===== src/verilog/lin_cfg_pkg.sv =====
/*
  constants shared by both ends of the register frame link: frame layout,
  register addresses, field positions, prescale and threshold lookups, host map, timing.
  assumes a 100 MHz system clock on both ends.
*/
package lin_cfg_pkg;
  localparam int unsigned FRAME_BITS   = 16;
  localparam int unsigned ADDR_HI      = 15;
  localparam int unsigned ADDR_LO      = 14;
  localparam int unsigned SEL_BIT      = 13;
  localparam int unsigned INHIBIT_BIT  = 12;
  localparam logic [1:0]  ADDR_PHY     = 2'h3;
  localparam logic [1:0]  ADDR_SM      = 2'h1;
  // physical layer control fields
  localparam int unsigned PHY_ACTIVE   = 4;
  localparam int unsigned PHY_SLOPE    = 3;
  localparam int unsigned PHY_DRIVE    = 2;
  localparam int unsigned PHY_TXDIS    = 0;
  // special mode fields
  localparam int unsigned SM_SDM       = 9;
  localparam int unsigned SM_PRE_LO    = 5;
  localparam int unsigned SM_THR_LO    = 3;
  // register values after reset
  localparam logic [3:0]  PHY_RESET    = 4'h0;
  localparam logic [4:0]  SM_RESET     = 5'h00;
  // prescale factor times two per code: 1, 1.5, 2.5, 3.5
  localparam logic [2:0]  PRE_X2_0     = 3'h2;
  localparam logic [2:0]  PRE_X2_1     = 3'h3;
  localparam logic [2:0]  PRE_X2_2     = 3'h5;
  localparam logic [2:0]  PRE_X2_3     = 3'h7;
  // reset threshold in percent of nominal per code: 90, 80, 70, 90
  localparam logic [6:0]  THR_PCT_0    = 7'h5a;
  localparam logic [6:0]  THR_PCT_1    = 7'h50;
  localparam logic [6:0]  THR_PCT_2    = 7'h46;
  localparam logic [6:0]  THR_PCT_3    = 7'h5a;
  // host register map, byte addresses
  localparam logic [3:0]  REG_CMD      = 4'h0;
  localparam logic [3:0]  REG_STATUS   = 4'h4;
  localparam logic [3:0]  REG_RESP     = 4'h8;
  localparam int unsigned ST_BUSY      = 0;
  localparam int unsigned ST_DONE      = 1;
  localparam logic [1:0]  RESP_OKAY    = 2'h0;
  localparam logic [1:0]  RESP_SLVERR  = 2'h2;
  // link clock made by the host from its own clock
  localparam int unsigned CLK_PERIOD_NS  = 10;
  localparam int unsigned LINK_PERIOD_NS = 160;
  localparam int unsigned SCLK_HALF      =
    LINK_PERIOD_NS / (2 * CLK_PERIOD_NS);
endpackage


===== src/verilog/lin_cfg_if.sv =====
/*
  four-wire frame link between the configuration host and the device.
  assumes the host drives clock, select and data out; device drives data back.
*/
`timescale 1ns/1ps
interface lin_cfg_if;
  logic sclk;
  logic csn_n;
  logic mosi;
  logic miso;
  modport device (input sclk, input csn_n, input mosi, output miso);
  modport host   (output sclk, output csn_n, output mosi, input miso);
endinterface


===== src/verilog/lin_phy_sm_end.sv =====
/*
  device end: receives 16-bit command frames, holds the physical layer
  control and special mode registers, returns feedback in the same frame.
  assumes link pins are asynchronous to clk; other inputs are on clk.
*/
`timescale 1ns/1ps
module lin_phy_sm_end (
  input  wire logic       clk,
  input  wire logic       reset,
  lin_cfg_if.device       link,
  input  wire logic       normal_or_flash,
  input  wire logic       iface_fail,
  input  wire logic       lin_traffic_ok,
  input  wire logic [11:0] gp1_feedback,
  input  wire logic [11:0] int_en_feedback,
  output logic            lin_active_enable,
  output logic            lin_slope_select,
  output logic            lin_drive_strength,
  output logic            lin_tx_disable,
  output logic            lin_tx_off,
  output logic            iface_fail_flag,
  output logic            sw_dev_mode_init,
  output logic [1:0]      wdog_prescale,
  output logic [2:0]      wdog_scale_x2,
  output logic [1:0]      supply_reset_threshold,
  output logic [6:0]      supply_thresh_pct
);

  // link pin synchronisers; stage 1 feeds stage 2 only
  logic sclk_s1_r;
  logic sclk_s2_r;
  logic sclk_s3_r;
  logic csn_s1_r;
  logic csn_s2_r;
  logic csn_s3_r;
  logic mosi_s1_r;
  logic mosi_s2_r;

  always_ff @(posedge clk or posedge reset)
  begin
    if (reset)
    begin
      sclk_s1_r <= 1'b0;
      sclk_s2_r <= 1'b0;
      sclk_s3_r <= 1'b0;
      csn_s1_r  <= 1'b1;
      csn_s2_r  <= 1'b1;
      csn_s3_r  <= 1'b1;
      mosi_s1_r <= 1'b0;
      mosi_s2_r <= 1'b0;
    end
    else
    begin
      sclk_s1_r <= link.sclk;
      sclk_s2_r <= sclk_s1_r;
      sclk_s3_r <= sclk_s2_r;
      csn_s1_r  <= link.csn_n;
      csn_s2_r  <= csn_s1_r;
      csn_s3_r  <= csn_s2_r;
      mosi_s1_r <= link.mosi;
      mosi_s2_r <= mosi_s1_r;
    end
  end

  wire sclk_rise  = sclk_s2_r & ~sclk_s3_r;
  wire sclk_fall  = ~sclk_s2_r & sclk_s3_r;
  wire frame_on   = ~csn_s2_r;
  wire frame_open = ~csn_s2_r & csn_s3_r;
  wire frame_shut = csn_s2_r & ~csn_s3_r;

  // frame receive state
  logic [15:0] rx_r;
  logic [4:0]  cnt_r;
  logic [2:0]  hdr_r;
  logic        miso_r;

  // stored registers
  logic       phy_active_r;
  logic       phy_slope_r;
  logic       phy_drive_r;
  logic       phy_txdis_r;
  logic       sm_sdm_r;
  logic [1:0] sm_pre_r;
  logic [1:0] sm_thr_r;
  logic       fail_r;

  wire full_frame = (cnt_r == 5'(lin_cfg_pkg::FRAME_BITS));
  wire [1:0] rx_addr =
    rx_r[lin_cfg_pkg::ADDR_HI:lin_cfg_pkg::ADDR_LO];
  wire store_ok   = frame_shut & full_frame &
                    ~rx_r[lin_cfg_pkg::INHIBIT_BIT];
  wire store_phy  = store_ok & (rx_addr == lin_cfg_pkg::ADDR_PHY);
  wire store_sm   = store_ok & (rx_addr == lin_cfg_pkg::ADDR_SM);

  // feedback words, reserved positions read as zero
  wire [11:0] phy_fb = {7'h00, phy_active_r, phy_slope_r, phy_drive_r,
                        1'b0, phy_txdis_r};
  wire [11:0] sm_fb  = {2'h0, sm_sdm_r, 2'h0, sm_pre_r, sm_thr_r, 3'h0};

  wire hdr_phy = (hdr_r[2:1] == lin_cfg_pkg::ADDR_PHY);
  wire hdr_sm  = (hdr_r[2:1] == lin_cfg_pkg::ADDR_SM);
  wire [11:0] sel_fb =
    hdr_phy ? (hdr_r[0] ? gp1_feedback : phy_fb) :
    hdr_sm  ? (hdr_r[0] ? sm_fb : int_en_feedback) :
    12'h000;
  wire [15:0] resp   = {4'h0, sel_fb};
  wire [3:0]  out_ix = 4'(15 - cnt_r);

  always_ff @(posedge clk or posedge reset)
  begin
    if (reset)
    begin
      rx_r   <= 16'h0000;
      cnt_r  <= 5'h00;
      hdr_r  <= 3'h0;
      miso_r <= 1'b0;
    end
    else if (frame_open)
    begin
      cnt_r  <= 5'h00;
      hdr_r  <= 3'h0;
      miso_r <= 1'b0;
    end
    else if (frame_on)
    begin
      // count past sixteen so that an overlong frame stores nothing
      if (sclk_rise && cnt_r != 5'h1f)
      begin
        rx_r  <= {rx_r[14:0], mosi_s2_r};
        cnt_r <= cnt_r + 5'h01;
        if (cnt_r == 5'h02)
          hdr_r <= {rx_r[1:0], mosi_s2_r};
      end
      if (sclk_fall && cnt_r >= 5'h03 &&
          cnt_r < 5'(lin_cfg_pkg::FRAME_BITS))
        miso_r <= resp[out_ix];
    end
  end

  // transmitter disable edge from one to zero forces recovery
  wire txdis_clear = store_phy & phy_txdis_r &
                     ~rx_r[lin_cfg_pkg::PHY_TXDIS];

  always_ff @(posedge clk or posedge reset)
  begin
    if (reset)
    begin
      {phy_active_r, phy_slope_r, phy_drive_r, phy_txdis_r} <=
        lin_cfg_pkg::PHY_RESET;
    end
    else if (store_phy)
    begin
      phy_active_r <= rx_r[lin_cfg_pkg::PHY_ACTIVE];
      phy_slope_r  <= rx_r[lin_cfg_pkg::PHY_SLOPE];
      phy_drive_r  <= rx_r[lin_cfg_pkg::PHY_DRIVE];
      phy_txdis_r  <= rx_r[lin_cfg_pkg::PHY_TXDIS];
    end
  end

  always_ff @(posedge clk or posedge reset)
  begin
    if (reset)
    begin
      {sm_sdm_r, sm_pre_r, sm_thr_r} <= lin_cfg_pkg::SM_RESET;
    end
    else if (store_sm)
    begin
      sm_sdm_r <= rx_r[lin_cfg_pkg::SM_SDM];
      sm_pre_r <= rx_r[lin_cfg_pkg::SM_PRE_LO +: 2];
      sm_thr_r <= rx_r[lin_cfg_pkg::SM_THR_LO +: 2];
    end
  end

  // failure latch: a new failure wins over any recovery in the same cycle
  always_ff @(posedge clk or posedge reset)
  begin
    if (reset)
      fail_r <= 1'b0;
    else if (iface_fail)
      fail_r <= 1'b1;
    else if (lin_traffic_ok || txdis_clear)
      fail_r <= 1'b0;
  end

  wire [2:0] pre_x2 =
    (sm_pre_r == 2'h0) ? lin_cfg_pkg::PRE_X2_0 :
    (sm_pre_r == 2'h1) ? lin_cfg_pkg::PRE_X2_1 :
    (sm_pre_r == 2'h2) ? lin_cfg_pkg::PRE_X2_2 :
                         lin_cfg_pkg::PRE_X2_3;
  wire [6:0] thr_pct =
    (sm_thr_r == 2'h0) ? lin_cfg_pkg::THR_PCT_0 :
    (sm_thr_r == 2'h1) ? lin_cfg_pkg::THR_PCT_1 :
    (sm_thr_r == 2'h2) ? lin_cfg_pkg::THR_PCT_2 :
                         lin_cfg_pkg::THR_PCT_3;

  // all user outputs registered
  always_ff @(posedge clk or posedge reset)
  begin
    if (reset)
    begin
      lin_active_enable      <= 1'b0;
      lin_slope_select       <= 1'b0;
      lin_drive_strength     <= 1'b0;
      lin_tx_disable         <= 1'b0;
      lin_tx_off             <= 1'b0;
      iface_fail_flag        <= 1'b0;
      sw_dev_mode_init       <= 1'b0;
      wdog_prescale          <= 2'h0;
      wdog_scale_x2          <= lin_cfg_pkg::PRE_X2_0;
      supply_reset_threshold <= 2'h0;
      supply_thresh_pct      <= lin_cfg_pkg::THR_PCT_0;
    end
    else
    begin
      lin_active_enable      <= phy_active_r & normal_or_flash;
      lin_slope_select       <= phy_slope_r;
      lin_drive_strength     <= phy_drive_r;
      lin_tx_disable         <= phy_txdis_r;
      lin_tx_off             <= phy_txdis_r | fail_r;
      iface_fail_flag        <= fail_r;
      sw_dev_mode_init       <= sm_sdm_r;
      wdog_prescale          <= sm_pre_r;
      wdog_scale_x2          <= pre_x2;
      supply_reset_threshold <= sm_thr_r;
      supply_thresh_pct      <= thr_pct;
    end
  end

  assign link.miso = miso_r;

endmodule // lin_phy_sm_end


===== src/flat_wrapper.sv =====
// flat-port wrapper written by rule: the top's interface ports become plain ports
module lin_phy_sm_end_flat 
  (clk, reset, normal_or_flash, iface_fail, lin_traffic_ok, gp1_feedback, int_en_feedback, lin_active_enable, lin_slope_select, lin_drive_strength, lin_tx_disable, lin_tx_off, iface_fail_flag, sw_dev_mode_init, wdog_prescale, wdog_scale_x2, supply_reset_threshold, supply_thresh_pct, link_sclk, link_csn_n, link_mosi, link_miso);
  lin_cfg_if link_i ();
  input  wire logic clk;
  input  wire logic reset;
  input  wire logic normal_or_flash;
  input  wire logic iface_fail;
  input  wire logic lin_traffic_ok;
  input  wire logic [11:0] gp1_feedback;
  input  wire logic [11:0] int_en_feedback;
  output logic lin_active_enable;
  output logic lin_slope_select;
  output logic lin_drive_strength;
  output logic lin_tx_disable;
  output logic lin_tx_off;
  output logic iface_fail_flag;
  output logic sw_dev_mode_init;
  output logic [1:0] wdog_prescale;
  output logic [2:0] wdog_scale_x2;
  output logic [1:0] supply_reset_threshold;
  output logic [6:0] supply_thresh_pct;
  input wire logic [$bits(link_i.sclk)-1:0] link_sclk;
  input wire logic [$bits(link_i.csn_n)-1:0] link_csn_n;
  input wire logic [$bits(link_i.mosi)-1:0] link_mosi;
  output wire logic [$bits(link_i.miso)-1:0] link_miso;
  assign link_i.sclk = link_sclk;
  assign link_i.csn_n = link_csn_n;
  assign link_i.mosi = link_mosi;
  assign link_miso = link_i.miso;
  lin_phy_sm_end u_core (.clk(clk), .reset(reset), .link(link_i), .normal_or_flash(normal_or_flash), .iface_fail(iface_fail), .lin_traffic_ok(lin_traffic_ok), .gp1_feedback(gp1_feedback), .int_en_feedback(int_en_feedback), .lin_active_enable(lin_active_enable), .lin_slope_select(lin_slope_select), .lin_drive_strength(lin_drive_strength), .lin_tx_disable(lin_tx_disable), .lin_tx_off(lin_tx_off), .iface_fail_flag(iface_fail_flag), .sw_dev_mode_init(sw_dev_mode_init), .wdog_prescale(wdog_prescale), .wdog_scale_x2(wdog_scale_x2), .supply_reset_threshold(supply_reset_threshold), .supply_thresh_pct(supply_thresh_pct));
endmodule

===== config.mk =====
export PLATFORM = sky130hd
export DESIGN_NAME = lin_phy_sm_end_flat
export DESIGN_NICKNAME = d
export VERILOG_FILES = /design/src/verilog/lin_cfg_pkg.sv /design/src/verilog/lin_cfg_if.sv /design/src/verilog/lin_phy_sm_end.sv /design/src/flat_wrapper.sv
export SDC_FILE = /design/constraint.sdc
export NUM_CORES = 1
export LEC_CHECK = 0
export ABC_AREA = 1
export BUFFER_PORTS_ARGS = -buffer_cell sky130_fd_sc_hd__buf_2
export CORE_UTILIZATION = 50
export DETAILED_ROUTE_END_ITERATION = 12
export PLACE_DENSITY_LB_ADDON = 0.05
export SKIP_LAST_GASP = 1
export SLEW_MARGIN = 20
export SYNTH_ARGS = -nofsm -noshare
export SYNTH_HDL_FRONTEND = slang
export SYNTH_SLANG_ARGS = --single-unit

===== constraint.sdc =====
create_clock -name clk -period 2.25 [get_ports clk]
set_input_delay 0.45 -clock clk [delete_from_list [all_inputs] [get_ports clk]]
set_output_delay 0.45 -clock clk [all_outputs]
set_load 0.02 [all_outputs]

# --- After elaboration in Yosys (flattened, before gate mapping) ---
# Index checks and enable logic that the tools add are counted.
classes:
  add_sub_neg: 2
  order_cmp: 3
  n_eq_ne: 12
  mux: 24
  n_bitwise: 19
  n_reduce_logical: 14
ops:
  columns: ["op", "n"]
  rows:
  - ["$mux W12", 4]
  - ["$mux W5", 4]
  - ["$mux W3", 6]
  - ["$mux W7", 2]
  - ["$and A1 B1 Y1", 11]
  - ["$eq A2 B1 Y1 const B", 4]
  - ["$eq A2 B2 Y1 const B", 4]
  - ["$reduce_bool A2 Y1", 4]
  - ["$not A1 Y1", 7]
  - ["$mux W1", 6]
  - ["$reduce_and A3 Y1", 2]
  - ["$add A5 B1 Y5 const B", 1]
  - ["$eq A5 B2 Y1 const B", 1]
  - ["$eq A5 B5 Y1 const B", 1]
  - ["$ge A5 B2 Y1 const B", 1]
  - ["$lt A4 B5 Y1 const B", 1]
  - ["$lt A5 B5 Y1 const B", 1]
  - ["$ne A5 B5 Y1 const B", 1]
  - ["$bmux W1 S4", 1]
  - ["$logic_not A2 Y1", 2]
  - ["$reduce_and A2 Y1", 2]
  - ["$sub A4 B4 Y4 const A", 1]
  - ["$logic_and A1 B1 Y1", 3]
  - ["$mux W2", 1]
  - ["3 further kinds", 3]
totals:
  regBits: 64
  in_bits: 32
  out_inout_bits: 22
  elab_cells: 105

# --- Depth between registers and ports, before layout ---
# Gate-level depths: netlist of the first run.
logic_depth:
  ltp_word: 10
  ltp_mapped: 15
  depth_no_buf: 13

# --- Worst setup path after synthesis of the first run ---
# Ideal clock, no wire load.
synth_path:
  path_kind: "register to register"
  startpoint: "register u_core.cnt_r[1]"
  endpoint: "register u_core.rx_r[14]"
  setup_time_ns: 0.126
  arrival_ns: 1.695
  required_ns: 2.124
  path_slack_ns: 0.429
  path_stages_with_launch: 12
  path_buffers: 1
  synth_period_minus_slack_ns: 1.821
  cell_sequence: "dfrtp_1 ha_1 nand2_1 nor2_1 ha_1 nor2_1 nand3_1 nor2_2 inv_1 buf_2 nand2_1 o21ai_0"
synth_between:
  elab_chain_len: 3
synth_lines:
  columns: ["element", "line_no", "rtl"]
  rows:
  - ["start, declared", "lin_phy_sm_end.sv:73", "logic [4:0] cnt_r;"]
  - ["start signal, assigned", "lin_phy_sm_end.sv:130", "cnt_r <= cnt_r + 5'h01;"]
  - ["$ne A5 B5 Y1", "lin_phy_sm_end.sv:127", "if (sclk_rise && cnt_r != 5'h1f)"]
  - ["$logic_and A1 B1 Y1", "lin_phy_sm_end.sv:127", null]
  - ["$reduce_and A3 Y1 (no line)", null, null]
  - ["end signal, assigned", "lin_phy_sm_end.sv:129", "rx_r <= {rx_r[14:0], mosi_s2_r};"]
  - ["end, declared", "lin_phy_sm_end.sv:72", "logic [15:0] rx_r;"]
# No other way between the ends.
# A chain may end at the register's enable or synchronous reset.

# --- Worst setup path in the final report of the first run ---
layout_path:
  startpoint: "register u_core.cnt_r[0]"
  endpoint: "register u_core.cnt_r[3]"
layout_between:
  elab_chain_len: 4
  word_cells_on_any_way: 8
  cone_classes: "add/sub: 1; eq/ne: 1; mux: 3; reduce/logical: 3"
layout_lines:
  columns: ["element", "line_no"]
  rows:
  - ["$add A5 B1 Y5 or $ne A5 B5 Y1 (tied branches)", "lin_phy_sm_end.sv:130, lin_phy_sm_end.sv:127"]
  - ["$mux W5 or $logic_and A1 B1 Y1 (tied branches)", "lin_phy_sm_end.sv:127"]
  - ["$mux W5 or $reduce_bool A2 Y1 (tied branches)", null]
  - ["$mux W5 or $reduce_and A2 Y1 (tied branches)", null]
# Parallel ways exist; a longest one is shown, timed or not. The select of a mux whose other input is x is not followed.

==> results of run 1 <==
[synth_stat cells]
master / count / area share
sky130_fd_sc_hd__nand2_1: 95 / 0.13
sky130_fd_sc_hd__dfrtp_1: 54 / 0.50
sky130_fd_sc_hd__inv_1: 34 / 0.047
sky130_fd_sc_hd__nand3_1: 24 / 0.044
sky130_fd_sc_hd__o21ai_0: 22 / 0.040
sky130_fd_sc_hd__nor2_1: 17 / 0.023
sky130_fd_sc_hd__o21ai_1: 10 / 0.018
sky130_fd_sc_hd__dfstp_2: 7 / 0.067
sky130_fd_sc_hd__a21oi_1: 6 / 0.011
sky130_fd_sc_hd__ha_1: 6 / 0.028
sky130_fd_sc_hd__buf_4: 4 / 0.011
sky130_fd_sc_hd__buf_2: 3 / 0.0055
sky130_fd_sc_hd__inv_2: 3 / 0.0041
sky130_fd_sc_hd__buf_6: 2 / 0.0083
sky130_fd_sc_hd__conb_1: 2 / 0.0028
sky130_fd_sc_hd__nand4_1: 2 / 0.0046
sky130_fd_sc_hd__nand4_2: 2 / 0.0092
sky130_fd_sc_hd__nor2_2: 2 / 0.0046
sky130_fd_sc_hd__a21o_1: 1 / 0.0028
sky130_fd_sc_hd__bufinv_8: 1 / 0.0064
sky130_fd_sc_hd__clkbuf_1: 1 / 0.0014
sky130_fd_sc_hd__clkbuf_4: 1 / 0.0028
sky130_fd_sc_hd__clkinv_1: 1 / 0.0014
sky130_fd_sc_hd__inv_4: 1 / 0.0023
sky130_fd_sc_hd__nand2_2: 1 / 0.0023
sky130_fd_sc_hd__nor2_4: 1 / 0.0041
sky130_fd_sc_hd__nor3_4: 1 / 0.0060
sky130_fd_sc_hd__nor4_4: 1 / 0.0078
sky130_fd_sc_hd__o211ai_1: 1 / 0.0028
sky130_fd_sc_hd__o22ai_1: 1 / 0.0023
sky130_fd_sc_hd__or2_2: 1 / 0.0023
[worst max-delay path: stages (launching register included)]
cell and delay [ns]:
sky130_fd_sc_hd__dfrtp_1 0.38, sky130_fd_sc_hd__ha_1 0.23, sky130_fd_sc_hd__nand2_1 0.08, sky130_fd_sc_hd__nor2_1 0.04
sky130_fd_sc_hd__ha_1 0.16, sky130_fd_sc_hd__nor2_1 0.08, sky130_fd_sc_hd__nand3_1 0.14, sky130_fd_sc_hd__nor2_2 0.17
sky130_fd_sc_hd__inv_1 0.17, sky130_fd_sc_hd__a21oi_1 0.14, sky130_fd_sc_hd__o21ai_0 0.10, sky130_fd_sc_hd__o21ai_0 0.08
[registers in the layout, summed over array words and instances (netlist names), 2 cells and up]
signal and count:
u_core.supply_thresh_pct 4, u_core.wdog_scale_x2 3, u_core.wdog_prescale 2, u_core.rx_r 16
u_core.supply_reset_threshold 2, u_core.hdr_r 3, u_core.cnt_r 5, u_core.sm_thr_r 2
u_core.sm_pre_r 2
[how the worst min path moves through the flow]
| stage | start | endpoint | slack [ns] | cells past startpoint |
|---|---|---|---|---|
| after detailed placement | u_core.mosi_s1_r | u_core.mosi_s2_r | 0.34 | 0 |
| after CTS | reset | u_core.rx_r[8] | 0.13 | 2 |
| after global routing | reset | u_core.rx_r[8] | 0.16 | 2 |
| after floorplan | u_core.mosi_s1_r | u_core.mosi_s2_r | 0.33 | 0 |
| after global placement | u_core.mosi_s1_r | u_core.mosi_s2_r | 0.33 | 0 |
| final | reset | u_core.rx_r[8] | 0.13 | 2 |
[routing by layer]
metal	vias up	global-route usage
li1	1075	-
met1	946	0.274
met2	78	0.326
met3	4	0.0608
met4	0	0.0947
met5	-	0
[metrics by stage]
stage	hold WS [ns]	instance area (um2)	power [W]	util
finish	0.130	3280	0.00251	0.634
global route	0.163	3280	0.00261	0.634
CTS	0.129	3280	0.00254	0.634
detailed placement	0.340	3030	0.00134	0.586
global placement	0.334	3030	0.00134	0.586
floorplan	0.331	2730	0.00128	-
[power breakdown]
group,leakage [nW],internal [W],switching [W]
clock network,0.124,0.000770,0.000421
registers,0.802,0.00114,0.0000220
logic,0.744,0.0000588,0.000105
total,1.67,0.00196,0.000548
[cell type report]
| cell class | count | area [um2] | share of cell area |
|---|---|---|---|
| clock buffers | 11 | 141 | 0.0431 |
| clock inverters | 5 | 108 | 0.0328 |
| inverters | 40 | 166 | 0.0507 |
| multi-input cells | 197 | 950 | 0.289 |
| flip-flops and latches | 61 | 1540 | 0.468 |
| well taps | 70 | 87.6 | 0.0267 |
| repair buffers | 54 | 293 | 0.0892 |
[cells by family after synthesis]
group | share of synthesized area
compound gates | 0.0776
fa+ha+maj | 0.0275
buf+inv | 0.0899
flops | 0.563
other cells | 0.00275
simple gates | 0.239
==> impl_metrics.py, run 1 <==
metrics = {
    "clock_tree": {
        "cts_made_buffers": 9,
        "cts_resized": 0,
        "cts_num_sinks": 61,
        "worstSkewPairLatency_ns": 0.33,
        "cts_setup_buffers": 0,
        "clkTransAtPathRegs_ns": 0.07,
        "count_of_hold_buffers_inserted_by_post_cts_repair": 0,
        "root_buffer": "sky130_fd_sc_hd__clkbuf_8",
        "ctsHtreeMaxLevel": 3,
        "tritoncts": "yes",
        "max-clock-path-buffers": 2,
    },
    "layout": {
        "diodes": 0,
        "layout.nets": 401,
        "drive_gt1_frac": 0.247,
        "n_fill_cell": 449,
        "area.growth.synth_to_final_pct": 20.3,
        "stdcell_count": 438,
        "final_common_cell": "sky130_fd_sc_hd__nand2_1",
        "commonest_cells_after_routing_fill_and_taps_aside": "sky130_fd_sc_hd__nand2_1, sky130_fd_sc_hd__dfrtp_1, sky130_fd_sc_hd__buf_2",
    },
    "route": {
        "route.vias.total": 2103,
        "highest_layer": "met4",
        "drtPass1Iterations": 4,
        "routed-wl-met2_um": 2530,
        "antenna_left": 0,
        "met3WireLength_um": 359,
        "wl_met1_um": 2360,
        "post_drt_via_cell_ratio": 4.80,
        "remaining_drc_errors": 0,
        "detail_route.wl_per_cell_um": 12.1,
        "drt_iter0_markers": 171,
        "final_wirelength_um": 5300,
    },
    "setup_path": {
        "worstRegToRegCells": 11,
        "critical_path_launch_point_type": "flop",
        "crit_path_max_fanout": 11,
        "setup.worst_path.start": "u_core.cnt_r[0]",
        "worstPathRequired_ns": 2.50,
        "worst_setup_path_end_kind": "flop",
        "cp_data_arrival_time_ns": 2.12,
        "cp-endpoint": "u_core.cnt_r[3]",
        "setup.reg_to_reg.worst_slack_ns": 0.39,
        "critical_path.reg2reg.endpoint": "u_core.cnt_r[3]",
        "worstSetupPathType": "flop to flop",
        "worstReg2RegStart": "u_core.cnt_r[0]",
    },
    "floorplanning": {
        "site_row_count": 26,
        "boundaryPins": 54,
        "coreArea_um2": 5170,
        "chipHeight_um": 75.8,
        "dieWidth_um": 75.8,
        "initial_core_util": 0.527,
        "die_area_um2": 5750,
    },
    "synthesis": {
        "synth_cell_type_count": 31,
        "synth_seq_cells": 61,
        "synth.avg_cell_area_um2": 8.85,
        "ys_seq_area_frac": 0.563,
        "synthesis.area_um2": 2730,
        "yosysWarningCount": 0,
        "synthesis.instances": 308,
    },
    "placement": {
        "number_of_instances_in_the_placed_design": 422,
        "gp_routability_congestion": 0.842,
        "dpl_worst_slack_ns": 0.435,
        "port-buffer-count": 50,
        "dp.final_hpwl_um": 3710,
    },
    "sta": {
        "worst_clock_skew_ns": 0.00767,
        "min_period_over_period": 0.829,
        "setup_viol_count_final": 0,
        "timing.slew.headroom": 0.649,
        "maxSlewViolCount": 0,
        "maximum_clock_rate_ghz": 0.536,
        "setup_total_negative_slack_ns": 0,
        "worst_slew_pin_slew_ns": 0.527,
        "postLayoutSetupSlackWorst_ns": 0.386,
        "rsz_0062_raised_after_global_routing": "false",
        "final_hold_viol_count": 0,
        "fin_crit_ns": 1.86,
    },
    "global_route": {
        "number_of_antenna_violations_at_the_first_check_in_global_routing": 0,
        "grt_pass1_vias": 1868,
        "grt_use_total": 0.210,
        "pin_count_of_the_biggest_net_entering_global_routing": 41,
        "grt_first_pass_wirelength_um": 8510,
        "total_gr_overflow": 0,
    },
    "power_and_ir_drop": {
        "power.density_cell_area_nw_per_um2": 766,
        "ir_drop_uv": 663,
        "p_leak_nw": 1.67,
    },
    "worst_hold_path": {
        "hold_class": "primary input to asynchronous set/reset pin",
    },
    "flow_run": {
        "drv_cap": 0,
    },
    "status": {
        "outcome": "complete, no violations",
    },
}
(Power assumes the default switching activity.)
==> run 2: changes to the inputs <==
- CORE_UTILIZATION: 50 -> 49
- clock period: 2.25 -> 1.6 ns (I/O delays scaled with it)
==> run 2 against run 1 <==
The run now ends with setup timing left. First-iteration DRC count is 45% lower. Design area is 7.6% higher. Total power is 41% higher. Register-to-register slack worse by 0.54 ns. Hold slack worse by 0.045 ns. Sequential cell count stayed put. Maximum frequency is 6.5% higher. Critical path type unchanged. Via count is 2.3% higher.
==> impl_metrics.py, run 2 (synthesized netlist as in run 1, its figures left out) <==
metrics = {
    "route": {
        "detail_route.wl_per_cell_um": 12.5,
        "drt_iter0_markers": 94,
        "remaining_drc_errors": 0,
        "post_drt_via_cell_ratio": 4.76,
        "final_wirelength_um": 5660,
        "antenna_left": 0,
        "drtPass1Iterations": 4,
        "route.vias.total": 2152,
    },
    "floorplanning": {
        "initial_core_util": 0.521,
        "dieWidth_um": 76.6,
        "site_row_count": 26,
        "chipHeight_um": 76.6,
        "die_area_um2": 5870,
        "boundaryPins": 54,
        "coreArea_um2": 5240,
    },
    "clock_tree": {
        "clkTransAtPathRegs_ns": 0.06,
        "tritoncts": "yes",
        "cts_made_buffers": 9,
        "max-clock-path-buffers": 2,
        "worstSkewPairLatency_ns": 0.34,
        "ctsHtreeMaxLevel": 3,
        "cts_num_sinks": 61,
        "root_buffer": "sky130_fd_sc_hd__clkbuf_8",
    },
    "power_and_ir_drop": {
        "pwr-share-clk": 0.462,
        "combinationalPowerShare": 0.077,
        "netSwitchingFraction": 0.224,
        "power.net_switching_w": 0.000792,
        "power.density_cell_area_nw_per_um2": 1000,
        "p_leak_nw": 1.77,
        "ir_drop_uv": 1190,
        "cell_internal_pwr_w": 0.00274,
        "power_frac_seq": 0.461,
    },
    "placement": {
        "dp.final_hpwl_um": 3870,
        "number_of_instances_in_the_placed_design": 431,
        "gp_routability_congestion": 0.818,
        "port-buffer-count": 50,
    },
    "status": {
        "outcome": "finished, violations left",
        "failed_checks": "setup timing",
    },
    "layout": {
        "area.growth.synth_to_final_pct": 29.5,
        "utilization": 0.674,
        "commonest_cells_after_routing_fill_and_taps_aside": "sky130_fd_sc_hd__nand2_1, sky130_fd_sc_hd__dfrtp_1, sky130_fd_sc_hd__buf_2",
        "largest_register_ff_count": 16,
        "n_fill_cell": 423,
        "layout.nets": 415,
        "diodes": 0,
        "top_register": "u_core.rx_r",
        "reg_top3": "u_core.rx_r: 16 flops, u_core.cnt_r: 5 flops, u_core.supply_thresh_pct: 4 flops",
        "final_common_cell": "sky130_fd_sc_hd__nand2_1",
        "drive_gt1_frac": 0.325,
        "stdcell_count": 452,
    },
    "setup_path": {
        "critical_path_launch_point_type": "flop",
        "worst-path-buf-inv": 1,
        "cpLargestDelayFamily": "simple AND/OR/NAND/NOR gates",
        "worstSetupPathType": "flop to flop",
        "critical_path.most_common_cell": "sky130_fd_sc_hd__nor2_4",
        "critical_path.max_stage_delay_ns": 0.41,
        "worstPathRequired_ns": 1.84,
        "crit_path_max_fanout": 7,
        "cp_data_arrival_time_ns": 1.99,
        "worst_setup_path_end_kind": "flop",
        "crit_slowest_cell": "sky130_fd_sc_hd__dfrtp_1",
        "crit_path_cell_trace": "ha_4 > nand2_4 > nor2_4 > ha_4 > nor2_4 > nand3_4 > nor2_4 > clkinv_4 > a21oi_2 > o21ai_0 > o21ai_0",
    },
    "flow_run": {
        "drv_cap": 0,
    },
    "sta": {
        "setup_total_negative_slack_ns": -1.14,
        "min_period_over_period": 1.09,
        "maxSlewViolCount": 0,
        "rsz_0062_raised_after_global_routing": "true",
        "worst_clock_skew_ns": 0.00954,
        "postLayoutSetupSlackWorst_ns": -0.151,
        "maximum_clock_rate_ghz": 0.571,
        "fin_crit_ns": 1.75,
        "setup_viol_count_final": 20,
        "final_hold_viol_count": 0,
    },
    "global_route": {
        "grt_first_pass_wirelength_um": 9220,
        "number_of_antenna_violations_at_the_first_check_in_global_routing": 0,
        "grt_use_total": 0.206,
        "total_gr_overflow": 0,
        "pin_count_of_the_biggest_net_entering_global_routing": 43,
        "grt_pass1_vias": 2065,
    },
    "worst_hold_path": {
        "hold_class": "primary input to flop",
    },
}
## run 2: cell types whose count changed in the layout (fill, tap and decap cells not counted), sizes merged
| cell | change |
|---|---|
| clkbuf | -1 |
| clkinv | +2 |
| clkinvlp | +1 |
| dlygate4sd3 | +1 |
| inv | -2 |
| buf | +13 |
## run 2: layout make-up
| cell class | instances | area [um2] | area share |
|---|---|---|---|
| sequential | 61 | 1540 | 0.436 |
| clock buffer | 10 | 128 | 0.0362 |
| clock inverter | 6 | 113 | 0.0319 |
| multi-input combinational | 197 | 1070 | 0.303 |
| inverter | 40 | 178 | 0.0503 |
| timing repair buffer | 68 | 415 | 0.118 |
| tap | 70 | 87.6 | 0.0248 |
## run 2: path summary, 6_finish.rpt
path / startpoint / endpoint / slack, ns / cells after the start
worst min register to register: u_core.mosi_s1_r / u_core.mosi_s2_r / 0.35 / 0
worst max register to register: u_core.cnt_r[0] / u_core.cnt_r[3] / -0.15 / 11
max in group asynchronous: reset / u_core.csn_s1_r / 0.46 / 4
min in group asynchronous: reset / u_core.sm_thr_r[1] / 0.53 / 3
worst max-delay path: u_core.cnt_r[0] / u_core.cnt_r[3] / -0.15 / 11
worst min-delay path: link_csn_n / u_core.csn_s1_r / 0.09 / 1
## run 2: power groups by stage
stage          Sequential, W  Clock [W]  Combinational, W
2_1_floorplan        0.00166          0          0.000153
6_report             0.00163    0.00163          0.000272
3_5_place_dp         0.00166          0          0.000249
5_1_grt              0.00163    0.00174          0.000311
3_3_place_gp         0.00166          0          0.000246
4_1_cts              0.00163    0.00166          0.000255
## run 2: metrics by stage
step / total power (W) / setup WS (ns) / hold slack (ns) / cell area (um2)
6_report: 0.00353 / -0.151 / 0.0851 / 3530
5_1_grt: 0.00369 / -0.222 / 0.0636 / 3530
4_1_cts: 0.00354 / -0.0694 / 0.0673 / 3400
3_5_place_dp: 0.00190 / -0.0783 / 0.336 / 3130
3_3_place_gp: 0.00190 / -0.0287 / 0.334 / 3130
2_1_floorplan: 0.00181 / -0.0753 / 0.324 / 2770
## run 2: worst register-to-register path, cell delays in order, from the launching register on
cell                       delay [ns]
sky130_fd_sc_hd__dfrtp_1         0.41
sky130_fd_sc_hd__ha_4            0.18
sky130_fd_sc_hd__nand2_4         0.07
sky130_fd_sc_hd__nor2_4          0.04
sky130_fd_sc_hd__ha_4            0.15
sky130_fd_sc_hd__nor2_4          0.09
sky130_fd_sc_hd__nand3_4         0.11
sky130_fd_sc_hd__nor2_4          0.20
sky130_fd_sc_hd__clkinv_4        0.11
sky130_fd_sc_hd__a21oi_2         0.10
sky130_fd_sc_hd__o21ai_0         0.11
sky130_fd_sc_hd__o21ai_0         0.10
## run 2: per-layer routing
layer  track usage  share of wire  vias up
met5             0              0        -
met4        0.0808         0.0044        0
met3        0.0587          0.048        2
met2         0.323           0.49       54
met1         0.269           0.46      991
li1              -              -     1105
## run 2: what timing repair did
item / 4_1_cts / 5_1_grt
cloned: 0 / 1
pin swaps: 1 / 5
gates resized for setup: 4 / 35
buffers inserted: 0 / 3
setup endpoints to repair: 21 / 30
hold endpoints to repair: 13 / 0
hold buffers: 1 / 0
==> run 3: changes to the inputs <==
- ABC_AREA: 1 -> 0
- CORE_UTILIZATION: 49 -> 50
- CTS_BUF_LIST: default -> sky130_fd_sc_hd__clkbuf_4
==> run 3 against run 2 <==
The flow still finishes with violations (setup timing). Synthesized cell count shrank 33%. Sequential share of layout area is 1.6 points lower. Highest routed layer unchanged. Critical path type unchanged. Final cell count down 17%. Global-route usage is 1.9 points higher. First-iteration DRC count down 7.4%. Non-clock buffer count rose by 26. Worst setup slack lost 0.23 ns. Largest power group unchanged. Via count decreased by 12%. Register-to-register slack lost 0.23 ns.
==> impl_metrics.py, run 3 <==
metrics = {
    "flow_run": {
        "drv_cap": 0,
    },
    "layout": {
        "diodes": 0,
        "area.growth.synth_to_final_pct": 39.1,
        "drive_gt1_frac": 0.533,
        "regArea_um2": 1540,
        "final_common_cell": "sky130_fd_sc_hd__dfrtp_1",
        "top_register": "u_core.rx_r",
        "utilization": 0.721,
        "largest_register_ff_count": 16,
        "n_fill_cell": 377,
        "multi_input_area_um2": 1160,
        "layout.nets": 337,
        "commonest_cells_after_routing_fill_and_taps_aside": "sky130_fd_sc_hd__dfrtp_1, sky130_fd_sc_hd__buf_2, sky130_fd_sc_hd__buf_4",
        "reg_top3": "u_core.rx_r: 16 flops, u_core.cnt_r: 5 flops, u_core.supply_thresh_pct: 4 flops",
    },
    "power_and_ir_drop": {
        "p_leak_nw": 1.80,
        "combinationalPowerShare": 0.096,
        "ir_drop_uv": 837,
        "power.net_switching_w": 0.000769,
        "cell_internal_pwr_w": 0.00259,
        "power.density_cell_area_nw_per_um2": 918,
        "power_frac_seq": 0.500,
        "netSwitchingFraction": 0.229,
        "pwr-share-clk": 0.404,
    },
    "setup_path": {
        "worst-path-buf-inv": 1,
        "critical_path_launch_point_type": "flop",
        "crit_slowest_cell": "sky130_fd_sc_hd__dfrtp_2",
        "worstSetupPathType": "flop to flop",
        "crit_path_cell_trace": "ha_4 > and3_4 > ha_4 > nor4b_4 > nor2b_4 > buf_6 > mux2_4",
        "cpLargestDelayFamily": "simple AND/OR/NAND/NOR gates",
        "worst_setup_path_end_kind": "flop",
        "worstPathRequired_ns": 1.88,
        "critical_path.most_common_cell": "sky130_fd_sc_hd__ha_4",
        "critical_path.max_stage_delay_ns": 0.43,
        "crit_path_max_fanout": 6,
        "cp_data_arrival_time_ns": 2.26,
    },
    "synthesis": {
        "yosysTopAreaCell": "sky130_fd_sc_hd__dfrtp_1",
        "yosysWarningCount": 0,
        "synth.avg_cell_area_um2": 12.8,
        "synth-xor-area-share": 0.00666,
        "synth_cell_type_count": 46,
        "synthMostInstantiatedCell": "sky130_fd_sc_hd__dfrtp_1",
        "synthSimpleGateAreaFrac": 0.0923,
        "ys_seq_area_frac": 0.584,
        "synth_top_cells_by_area": "sky130_fd_sc_hd__dfrtp_1, sky130_fd_sc_hd__mux2_2, sky130_fd_sc_hd__dfstp_2",
        "synthArstFlopShare": 1.00,
        "largest_family_of_logic_cells_by_synthesized_area": "multiplexers",
        "synth_top_cell_area_share": 0.514,
        "synth-edff-count": 0,
        "synthesis.instances": 206,
        "synth.mux.area_fraction": 0.153,
        "dominant_synthesized_flop_cell": "sky130_fd_sc_hd__dfrtp_1",
        "synth_seq_cells": 61,
        "synthesis.area_um2": 2630,
        "post_synth_most_frequent_cells": "sky130_fd_sc_hd__dfrtp_1, sky130_fd_sc_hd__mux2_2, sky130_fd_sc_hd__mux2i_1",
        "synth_compound_area_frac": 0.0875,
        "synth-adder-area-share": 0.0285,
    },
    "sta": {
        "timing.slew.headroom": 0.665,
        "fin_crit_ns": 1.98,
        "final_hold_viol_count": 0,
        "min_period_over_period": 1.24,
        "worst_clock_skew_ns": 0.0155,
        "hold-worst-slack_ns": 0.0267,
        "setup_viol_count_final": 33,
        "rsz_0062_raised_after_global_routing": "true",
        "worst_slew_pin_slew_ns": 0.496,
        "setup_total_negative_slack_ns": -8.22,
        "maxSlewViolCount": 0,
        "postLayoutSetupSlackWorst_ns": -0.379,
        "maximum_clock_rate_ghz": 0.505,
    },
    "route": {
        "final_wirelength_um": 5420,
        "post_drt_via_cell_ratio": 5.04,
        "route.vias.total": 1885,
        "detail_route.wl_per_cell_um": 14.5,
        "drt_iter0_markers": 87,
        "antenna_left": 0,
        "drtPass1Iterations": 4,
        "remaining_drc_errors": 0,
    },
    "global_route": {
        "pin_count_of_the_biggest_net_entering_global_routing": 31,
        "grt_pass1_vias": 1864,
        "number_of_antenna_violations_at_the_first_check_in_global_routing": 0,
        "grt_first_pass_wirelength_um": 8860,
        "grt_use_total": 0.225,
        "total_gr_overflow": 0,
    },
    "floorplanning": {
        "boundaryPins": 54,
        "chipHeight_um": 74.5,
        "die_area_um2": 5550,
        "dieWidth_um": 74.5,
        "site_row_count": 26,
        "initial_core_util": 0.518,
        "coreArea_um2": 5070,
    },
    "clock_tree": {
        "root_buffer": "sky130_fd_sc_hd__clkbuf_4",
        "cts_num_sinks": 61,
        "cts_made_buffers": 9,
        "worstSkewPairLatency_ns": 0.40,
        "tritoncts": "yes",
        "clkTransAtPathRegs_ns": 0.10,
        "ctsHtreeMaxLevel": 3,
        "max-clock-path-buffers": 2,
    },
    "worst_hold_path": {
        "hold_class": "primary input to flop",
    },
    "status": {
        "failed_checks": "setup timing",
        "outcome": "finished, violations left",
    },
    "placement": {
        "gp_routability_congestion": 0.807,
        "port-buffer-count": 50,
        "dp.final_hpwl_um": 3990,
    },
}
==> run 3: path summary, 6_finish.rpt <==
path / start / slack [ns] / depth (start not counted) / endpoint
setup / recovery: u_core.cnt_r[1] / -0.38 / 7 / u_core.rx_r[11]
hold / removal: link_sclk / 0.03 / 1 / u_core.sclk_s1_r
setup reg to reg: u_core.cnt_r[1] / -0.38 / 7 / u_core.rx_r[11]
hold reg to reg: u_core.sclk_s1_r / 0.36 / 0 / u_core.sclk_s2_r
max in group asynchronous: reset / 0.70 / 4 / u_core.csn_s2_r
min in group asynchronous: reset / 0.40 / 3 / u_core.lin_active_enable
==> run 3: final cells by class <==
class | instances | area share
Sequential cell | 61 | 0.420
Multi-Input combinational cell | 123 | 0.316
Timing Repair Buffer | 94 | 0.178
Clock inverter | 7 | 0.0308
Tap cell | 70 | 0.0239
Clock buffer | 9 | 0.0185
Inverter | 10 | 0.0120
==> run 3: power groups by stage <==
stage | Combinational (W) | Clock, W | Sequential, W
after floorplan | 0.000185 | 0 | 0.00169
after global placement | 0.000296 | 0 | 0.00171
after detailed placement | 0.000299 | 0 | 0.00171
after CTS | 0.000330 | 0.00138 | 0.00168
after global routing | 0.000354 | 0.00145 | 0.00169
final | 0.000323 | 0.00135 | 0.00168
==> run 3: metrics by stage <==
stage	worst slack [ns]	power (W)	cell area, um2	std cells
5_1_grt	-0.448	0.00349	3660	374
6_report	-0.379	0.00336	3660	374
3_3_place_gp	-0.376	0.00200	3330	352
2_1_floorplan	-0.446	0.00188	2770	207
4_1_cts	-0.416	0.00339	3680	376
3_5_place_dp	-0.413	0.00201	3330	352
==> run 3: cell families (layout without fill, tap and decap cells) <==
logic type / after synthesis / after routing
other: 2 / 3
and+or+nand+nor: 43 / 43
buffers and inverters: 23 / 120
adders and majority gates: 6 / 6
DFF: 61 / 61
xor gates and xnor gates: 2 / 2
AOI/OAI and AO/OA: 32 / 32
muxes: 37 / 37
==> run 3: layer usage <==
metal | up-vias | global-route usage | part of all wire
li1 | 913 | - | -
met1 | 909 | 0.302 | 0.47
met2 | 53 | 0.348 | 0.47
met3 | 10 | 0.0434 | 0.036
met4 | 0 | 0.119 | 0.019
met5 | - | 0 | 0
==> run 3: timing repair <==
item | 4_1_cts | 5_1_grt
endpoints found under the setup margin | 35 | 35
pin swaps | 6 | 1
resized for setup | 25 | 5
setup buffers | 5 | 0
endpoints found under the hold margin | 9 | 1
hold buffers | 2 | 1
gates cloned | 1 | 0
